## src/pkg/rta_pkg.sv

```systemverilog
`default_nettype none
package rta_pkg;
  // clock and source rates
  localparam int CLK_HZ     = 50_000_000;
  localparam int SRC_HZ     = 4096;
  localparam int DIV_4K_DEF = CLK_HZ / SRC_HZ;
  // repeated-mode low pulse
  localparam int PULSE_LOW_US  = 1000;
  localparam int PULSE_CYC_DEF = PULSE_LOW_US * (CLK_HZ / 1_000_000);
  // cascade 4096 -> 64 -> 1 Hz, each step divides by 64
  localparam int          STEP_W   = 6;
  localparam logic [5:0]  STEP_MAX = 6'h3F;
  // source clock select codes
  localparam logic [1:0] SEL_4K  = 2'h0;
  localparam logic [1:0] SEL_64  = 2'h1;
  localparam logic [1:0] SEL_1HZ = 2'h2;
  localparam logic [1:0] SEL_MIN = 2'h3;
  // register indexes, byte address is four times the index
  localparam logic [5:0] IDX_CTRL2  = 6'h01;
  localparam logic [5:0] IDX_CUR0   = 6'h03;
  localparam logic [5:0] IDX_ALM0   = 6'h09;
  localparam logic [5:0] IDX_TCTRL  = 6'h0E;
  localparam logic [5:0] IDX_PRESET = 6'h0F;
  localparam int         NFIELD     = 4;
  // control 2 bits
  localparam int B_PMODE = 4;
  localparam int B_AF    = 3;
  localparam int B_TF    = 2;
  localparam int B_AIE   = 1;
  localparam int B_TIE   = 0;
  // timer control bits
  localparam int B_RUN   = 7;
  localparam int B_SELHI = 1;
  localparam int B_SELLO = 0;
  // alarm field ignore bit and reset value
  localparam int         B_AE    = 7;
  localparam logic [7:0] ALM_RST = 8'h80;
  // field masks: minute, hour, day, weekday
  localparam logic [7:0] FMASK [NFIELD] = '{8'h7F, 8'h3F, 8'h3F, 8'h07};
  localparam logic [7:0] CNT_ONE  = 8'h01;
  localparam logic [7:0] CNT_ZERO = 8'h00;
  localparam logic [7:0] BYTE_RST = 8'h00;
endpackage
`default_nettype wire

```

## src/logic/rta_top.sv

```systemverilog
// How it works
// - two-bit select picks 4096, 64, 1 Hz, minute
// - interval equals source period times preset count
// - first interval may be one period short
// - run rising starts count, falling stops it
// - decrement per tick, event on a tick at 01h, which reloads the preset
// - event sets sticky timer flag until cleared
// - level mode drives interrupt when enable set
// - level mode enable toggles output while flag set
// - clearing timer flag releases level interrupt
// - reload preset and keep counting while running
// - repeated mode reloads preset automatically
// - repeated mode drives fixed-length low pulse
// - clearing flag never shortens the pulse
// - each later event pulses even flag set
// - alarm match sets sticky alarm flag
// - alarm enable drives interrupt until cleared
// - dropping alarm enable releases output immediately
// - clearing alarm flag releases output immediately
// - ignore bits exclude fields, all ignored none
// - raising alarm enable with flag drives low
// - alarm fires on entering match only
// - writing one to timer flag does nothing
`default_nettype none
module rta_top
  import rta_pkg::*;
#(
  parameter int DIV_4K    = DIV_4K_DEF,
  parameter int PULSE_CYC = PULSE_CYC_DEF
) (
  input  wire logic        clk_i,
  input  wire logic        rst_i,
  input  wire logic        wb_cyc_i,
  input  wire logic        wb_stb_i,
  input  wire logic        wb_we_i,
  input  wire logic [7:0]  wb_adr_i,
  input  wire logic [3:0]  wb_sel_i,
  input  wire logic [31:0] wb_dat_i,
  output var  logic [31:0] wb_dat_o,
  output var  logic        wb_ack_o,
  input  wire logic        minute_tick_i,
  input  wire logic [6:0]  cur_min_i,
  input  wire logic [5:0]  cur_hour_i,
  input  wire logic [5:0]  cur_day_i,
  input  wire logic [2:0]  cur_wday_i,
  output logic             int_n_o,
  output logic             int_n_oe_o
);
  localparam int QW = $clog2(PULSE_CYC + 1);

  generate
    if (DIV_4K < 2 || PULSE_CYC < 1) begin : g_bad
      $error("rta_top: DIV_4K must be 2 or more, PULSE_CYC 1 or more");
    end
  endgenerate

  logic [5:0]  idx;
  logic        aligned;
  logic        acc;
  logic        wr;
  logic        w_ctrl2;
  logic        w_tctrl;
  logic        w_preset;
  logic [7:0]  wd;
  logic [7:0]  rd;

  logic        tie_r;
  logic        aie_r;
  logic        pmode_r;
  logic        tflag_r;
  logic        aflag_r;
  logic        run_r;
  logic [1:0]  sel_r;
  logic [7:0]  preset_r;
  logic [7:0]  cnt_r;
  logic [QW-1:0] pcnt_r;
  logic        match_r;

  logic        tick;
  logic        start;
  logic        t_evt;
  logic        pulse_act;
  logic        a_evt;
  logic        match;
  logic        all_ign;
  logic        t_req;
  logic        a_req;

  logic [7:0]        cur [NFIELD];
  logic [7:0]        alm_r [NFIELD];
  logic [NFIELD-1:0] fmatch;
  logic [NFIELD-1:0] ign;

  // bus decode
  assign acc     = wb_cyc_i & wb_stb_i;
  assign idx     = wb_adr_i[7:2];
  assign aligned = (wb_adr_i[1:0] == 2'h0);
  assign wr      = acc & wb_we_i & wb_ack_o & wb_sel_i[0] & aligned;
  assign wd      = wb_dat_i[7:0];
  assign w_ctrl2  = wr & (idx == IDX_CTRL2);
  assign w_tctrl  = wr & (idx == IDX_TCTRL);
  assign w_preset = wr & (idx == IDX_PRESET);

  assign cur[0] = {1'b0, cur_min_i};
  assign cur[1] = {2'h0, cur_hour_i};
  assign cur[2] = {2'h0, cur_day_i};
  assign cur[3] = {5'h00, cur_wday_i};

  // ack one cycle after the request, dropped the cycle after
  always_ff @(posedge clk_i) begin
    if (rst_i) begin
      wb_ack_o <= 1'b0;
    end else begin
      wb_ack_o <= acc & ~wb_ack_o;
    end
  end

  // read data captured before ack, stable while ack is high
  always_ff @(posedge clk_i) begin
    if (rst_i) begin
      wb_dat_o <= '0;
    end else if (acc & ~wb_ack_o) begin
      wb_dat_o <= {24'h000000, aligned ? rd : BYTE_RST};
    end
  end

  always_comb begin
    rd = BYTE_RST;
    case (idx)
      IDX_CTRL2: begin
        rd[B_PMODE] = pmode_r;
        rd[B_AF]    = aflag_r;
        rd[B_TF]    = tflag_r;
        rd[B_AIE]   = aie_r;
        rd[B_TIE]   = tie_r;
      end
      IDX_TCTRL: begin
        rd[B_RUN]   = run_r;
        rd[B_SELHI] = sel_r[1];
        rd[B_SELLO] = sel_r[0];
      end
      // live count while running, preset otherwise
      IDX_PRESET: rd = run_r ? cnt_r : preset_r;
      IDX_CUR0:            rd = cur[0];
      IDX_CUR0 + 6'h01:    rd = cur[1];
      IDX_CUR0 + 6'h02:    rd = cur[2];
      IDX_CUR0 + 6'h03:    rd = cur[3];
      IDX_ALM0:            rd = alm_r[0];
      IDX_ALM0 + 6'h01:    rd = alm_r[1];
      IDX_ALM0 + 6'h02:    rd = alm_r[2];
      IDX_ALM0 + 6'h03:    rd = alm_r[3];
      default:             rd = BYTE_RST;
    endcase
  end

  // control bits
  always_ff @(posedge clk_i) begin
    if (rst_i) begin
      tie_r   <= 1'b0;
      aie_r   <= 1'b0;
      pmode_r <= 1'b0;
    end else if (w_ctrl2) begin
      tie_r   <= wd[B_TIE];
      aie_r   <= wd[B_AIE];
      pmode_r <= wd[B_PMODE];
    end
  end

  always_ff @(posedge clk_i) begin
    if (rst_i) begin
      run_r <= 1'b0;
      sel_r <= SEL_4K;
    end else if (w_tctrl) begin
      run_r <= wd[B_RUN];
      sel_r <= {wd[B_SELHI], wd[B_SELLO]};
    end
  end

  // preset is meant to be written with run low
  always_ff @(posedge clk_i) begin
    if (rst_i) begin
      preset_r <= BYTE_RST;
    end else if (w_preset) begin
      preset_r <= wd;
    end
  end

  rta_src_tick #(
    .DIV_4K (DIV_4K)
  ) u_tick (
    .clk_i         (clk_i),
    .rst_i         (rst_i),
    .sel_i         (sel_r),
    .minute_tick_i (minute_tick_i),
    .tick_o        (tick)
  );

  // down counter
  assign start = w_tctrl & wd[B_RUN] & ~run_r;
  assign t_evt = run_r & tick & (cnt_r == CNT_ONE);

  always_ff @(posedge clk_i) begin
    if (rst_i) begin
      cnt_r <= CNT_ZERO;
    end else if (start) begin
      cnt_r <= preset_r;
    end else if (run_r && tick) begin
      if (cnt_r == CNT_ONE) begin
        cnt_r <= preset_r;
      end else if (cnt_r != CNT_ZERO) begin
        cnt_r <= cnt_r - CNT_ONE;
      end
    end
  end

  // timer flag: event wins over clear, writing one is ignored
  always_ff @(posedge clk_i) begin
    if (rst_i) begin
      tflag_r <= 1'b0;
    end else if (t_evt) begin
      tflag_r <= 1'b1;
    end else if (w_ctrl2 && !wd[B_TF]) begin
      tflag_r <= 1'b0;
    end
  end

  // repeated-mode pulse, independent of the flag
  always_ff @(posedge clk_i) begin
    if (rst_i) begin
      pcnt_r <= '0;
    end else if (t_evt && pmode_r && tie_r) begin
      pcnt_r <= QW'(PULSE_CYC);
    end else if (pulse_act) begin
      pcnt_r <= pcnt_r - QW'(1);
    end
  end

  assign pulse_act = (pcnt_r != '0);

  // alarm compare and register writes per field
  genvar gi;
  generate
    for (gi = 0; gi < NFIELD; gi++) begin : g_fld
      localparam logic [5:0] FIDX = IDX_ALM0 + 6'(gi);
      always_ff @(posedge clk_i) begin
        if (rst_i) begin
          alm_r[gi] <= ALM_RST;
        end else if (wr && idx == FIDX) begin
          alm_r[gi] <= wd;
        end
      end
      assign ign[gi]    = alm_r[gi][B_AE];
      assign fmatch[gi] = ign[gi] |
        ((alm_r[gi] & FMASK[gi]) == (cur[gi] & FMASK[gi]));
    end
  endgenerate

  assign all_ign = &ign;
  assign match   = (&fmatch) & ~all_ign;

  always_ff @(posedge clk_i) begin
    if (rst_i) begin
      match_r <= 1'b0;
    end else begin
      match_r <= match;
    end
  end

  assign a_evt = match & ~match_r;

  always_ff @(posedge clk_i) begin
    if (rst_i) begin
      aflag_r <= 1'b0;
    end else if (a_evt) begin
      aflag_r <= 1'b1;
    end else if (w_ctrl2 && !wd[B_AF]) begin
      aflag_r <= 1'b0;
    end
  end

  // interrupt requests
  assign t_req = pmode_r ? pulse_act : (tflag_r & tie_r);
  assign a_req = aflag_r & aie_r;
  assign int_n_o    = 1'b0;
  assign int_n_oe_o = t_req | a_req;
endmodule
`default_nettype wire

```

## src/logic/rta_src_tick.sv

```systemverilog
`default_nettype none
module rta_src_tick
  import rta_pkg::*;
#(
  parameter int DIV_4K = DIV_4K_DEF
) (
  input  wire logic       clk_i,
  input  wire logic       rst_i,
  input  wire logic [1:0] sel_i,
  input  wire logic       minute_tick_i,
  output var  logic       tick_o
);
  localparam int PW = $clog2(DIV_4K);

  logic [PW-1:0]     pre_r;
  logic [STEP_W-1:0] c64_r;
  logic [STEP_W-1:0] c1_r;
  logic              t4k;
  logic              t64;
  logic              t1;

  // free-running prescaler, so the first interval may be short
  assign t4k = (pre_r == PW'(DIV_4K - 1));
  assign t64 = t4k && (c64_r == STEP_MAX);
  assign t1  = t64 && (c1_r == STEP_MAX);

  always_ff @(posedge clk_i) begin
    if (rst_i || t4k) begin
      pre_r <= '0;
    end else begin
      pre_r <= pre_r + PW'(1);
    end
  end

  always_ff @(posedge clk_i) begin
    if (rst_i) begin
      c64_r <= '0;
    end else if (t4k) begin
      c64_r <= c64_r + STEP_W'(1);
    end
  end

  always_ff @(posedge clk_i) begin
    if (rst_i) begin
      c1_r <= '0;
    end else if (t64) begin
      c1_r <= c1_r + STEP_W'(1);
    end
  end

  // source select
  always_ff @(posedge clk_i) begin
    if (rst_i) begin
      tick_o <= 1'b0;
    end else begin
      case (sel_i)
        SEL_4K:  tick_o <= t4k;
        SEL_64:  tick_o <= t64;
        SEL_1HZ: tick_o <= t1;
        SEL_MIN: tick_o <= minute_tick_i;
        default: tick_o <= 1'b0;
      endcase
    end
  end
endmodule
`default_nettype wire

```

## config.mk

```make
export PLATFORM = sky130hd
export DESIGN_NAME = rta_top
export DESIGN_NICKNAME = d
export VERILOG_FILES = /design/src/pkg/rta_pkg.sv /design/src/logic/rta_top.sv /design/src/logic/rta_src_tick.sv
export SDC_FILE = /design/constraint.sdc
export NUM_CORES = 1
export LEC_CHECK = 0
export ABC_AREA = 1
export ABC_CLOCK_PERIOD_IN_PS = 3430
export BUFFER_PORTS_ARGS = -buffer_cell sky130_fd_sc_hd__buf_4
export CORE_MARGIN = 2
export CORE_UTILIZATION = 60
export CTS_BUF_LIST = sky130_fd_sc_hd__clkbuf_16
export DETAILED_ROUTE_END_ITERATION = 7
export GPL_TIMING_DRIVEN = 0
export PLACE_DENSITY = 0.84
export SLEW_MARGIN = 20
export SYNTH_ARGS = -nofsm -noshare
export SYNTH_HDL_FRONTEND = slang
export SYNTH_HIERARCHICAL = 1
export SYNTH_SLANG_ARGS = --single-unit
```

## constraint.sdc

```tcl
create_clock -name clk_i -period 3.43 [get_ports clk_i]
set_input_delay 0.1715 -clock clk_i [delete_from_list [all_inputs] [get_ports clk_i]]
set_output_delay 0.1715 -clock clk_i [all_outputs]
set_load 0.02 [all_outputs]
```

==> flow_summary.toml <==
[die]
io_pins = 107
dieArea_mm2 = 0.01168
die_w_um = 108.1
start_util_pct = 62.38
core-area_mm2 = 0.01042
rows = 37
fp.dieH_um = 108.1

[timing]
rsz0062_at_grt = "false"
period_share_pct = 63.96
tightest_slew_ns = 0.5228
fin_hold_ws_ns = 0.1016
final_max_slew_viol_count = 0
finalSetupTns_ns = 0
setup-violations-final = 0
fmax_ghz = 0.4558
hold_viol = 0
skew_ns = 0.01443
max_slew_margin_pct = 65.15
layout_min_cycle_time_ns = 2.194

[critical_path]
cp-start-kind = "register"
cp_common_cell = "inv_1"
cp_slowest_cell = "dfxtp_1"
max_stage_delay_ns = 0.33
end_kind = "output port"
crit_fanout = 7
critPathArrivalTime_ns = 2.02
worstPathCellList = "inv_1, ha_1, inv_1, nor3_1, nand4_1, nand2_1, o211ai_1, buf_4"
critPathKind = "reg -> out"
crit_required_ns = 3.26

[grt]
grt_max_degree = 23
grt_pass1_vias = 5663
grt_overflow = 0
antenna_found_initial = 0
grt_pass1_wl_mm = 25.85
grt_use_total_pct = 28.15

[yosys]
ys_warn_count = 6
syn-cell-area_mm2 = 0.006497
synthArstFlopShare_pct = 0
synth-simple-area-share_pct = 35.43
synth_top_family_by_area = "simple AND/OR/NAND/NOR gates"
synthMuxAreaShare_pct = 0
synthAdderAreaFrac_pct = 1.733
syn_avg_cell_area_um2 = 6.839
synth-main-ff-cell = "dfxtp_1"
synth_edf_count = 32
synth_compound_area_share_pct = 8.800
synth_cells = 950
ys_ff_latch = 109
ys_seq_area_share_pct = 38.51
synth-xor-area-share_pct = 4.987
ys_types = 38

[route]
route.detailed.drc = 0
viasPerCell = 5.301
ant_nets = 0
totalWireLength_mm = 15.93
dr_total_vias = 6250
routedWlPerCell_um = 13.51
drtPass1Iterations = 6
drt_iter0_drc = 483

[pwr]
p_seq_share_pct = 44.1
peakVddDrop_mv = 0.3318
switchingPower_mw = 1.052
combinationalPowerShare_pct = 21.9
swShare_pct = 31.61
p_int_mw = 2.276
total_leakage_power_nw = 3.443
power_frac_clock_pct = 33.9
power_mw = 3.328
power_density_mw_per_mm2 = 444.4

[cts]
cts_setup_buffers = 0
path_clk_slew_ns = 0.08
cts-hold-fix-buffers = 0
root_buffer = "clkbuf_16"
cts_tree = "yes"
worstSkewPairLatency_ns = 0.36
clkSinkCount = 109
cts_max_path_buffers = 2
htree_levels = 3
cts_buffers = 9
cts_resized = 0

[place]
gp_congestion = 0.9758
hpwl_mm = 11.97
dp_cells = 1163
io_buffers = 53

[finish]
syn2layout_area_growth_pct = 15.25
fill_cells = 907
final_common_cell = "nand2_1"
fin_util_pct = 71.89
seqCellArea_mm2 = 0.002502
final_cell_mix = "nand2_1, nor2_1, inv_1"
final_nets = 1119
multi_input_area_mm2 = 0.003405
antennaDiodeCount = 0
layoutNonFillerInstCount = 1179
final_layout_size_suffix_gt1_share_pct = 13.81

[hold_path]
hp-class = "in -> reg"

[outcome]
status = "finished clean"

[flow_run]
drv_cap = 0
final timing paths:
path                                  start     endpoint  slack (ns)  cells past startpoint
worst max-delay path              pcnt_r[0]   int_n_oe_o        1.24                      8
worst min-delay path            wb_dat_i[3]      aflag_r        0.10                      3
worst max register to register     cnt_r[1]    pcnt_r[2]        1.47                      9
worst min register to register  wb_dat_o[2]  wb_dat_o[2]        0.47                      2
metrics by stage:
stage,cell area [um^2],worst slack [ns]
floorplan,6588,1.899
global placement,7156,1.529
detailed placement,7156,1.490
CTS,7488,1.224
global route,7488,1.121
finish,7488,1.236
critical path: cells and delay by family, from the launching register on:
family | cells | cell delay [ns]
flip-flops | 1 | 0.33
AO/OA/AOI/OAI | 1 | 0.12
adder cells (fa/ha/maj) | 1 | 0.18
AND/OR/NAND/NOR | 3 | 0.65
buffers and inverters | 3 | 0.39
area by class of cell:
type / count / area share (%)
clock buffer: 9 / 3.008
tap: 136 / 2.272
buffer: 38 / 3.475
sequential: 109 / 33.42
inverter: 112 / 5.614
multi-input combinational: 715 / 45.46
timing repair buffer: 53 / 5.313
clock inverter: 7 / 1.437
layer usage:
metal / up-vias / GRT usage, % / routed length [um] / share of wire, %
li1: 3145 / - / - / -
met1: 2814 / 35.95 / 6726 / 42
met2: 257 / 48.47 / 7611 / 48
met3: 34 / 4.461 / 1207 / 7.6
met4: 0 / 9.799 / 382 / 2.4
met5: - / 0 / 0 / 0
synth_stat cells (all sizes together), types with 7 or more instances:
cell type | instances | area [um^2]
nand2 | 273 | 1050
a21oi | 63 | 315.3
edfxtp | 32 | 960.9
nand3 | 65 | 330.3
ha | 9 | 112.6
o21ai | 37 | 185.2
nor2 | 160 | 680.7
inv | 111 | 416.7
dfxtp | 77 | 1541
nand4 | 13 | 87.58
nor3 | 10 | 66.32
xor2 | 26 | 227.7
xnor2 | 11 | 96.34
buf | 31 | 234.0
clkbuf | 7 | 26.28
sequential cells by signal (all words and copies together), names as in the netlist:
register       flops
tie_r              1
preset_r           8
u_tick/pre_r      14
wb_dat_o           8
pcnt_r            16
cnt_r              8
alm_r             32
u_tick/c64_r       6
tflag_r            1
run_r              1
match_r            1
aflag_r            1
sel_r              2
u_tick/tick_o      1
u_tick/c1_r        6
wb_ack_o           1
aie_r              1
pmode_r            1
cell families (layout without fill, tap and decap cells):
kind of cell | count (synthesis) | after routing
adders and majority gates | 9 | 9
DFF | 109 | 109
buffers and inverters | 150 | 219
AOI/OAI and AO/OA | 110 | 110
xor gates and xnor gates | 37 | 37
other | 1 | 25
and+or+nand+nor | 534 | 534
power by group through the flow:
stage | registers, mW | clock network (mW) | logic (mW)
after floorplan | 1.48 | 0 | 0.556
after global placement | 1.49 | 0 | 0.698
after detailed placement | 1.50 | 0 | 0.712
after CTS | 1.47 | 1.14 | 0.725
after global routing | 1.48 | 1.20 | 0.824
final | 1.47 | 1.13 | 0.730
Power figures use the tool's default switching activity.
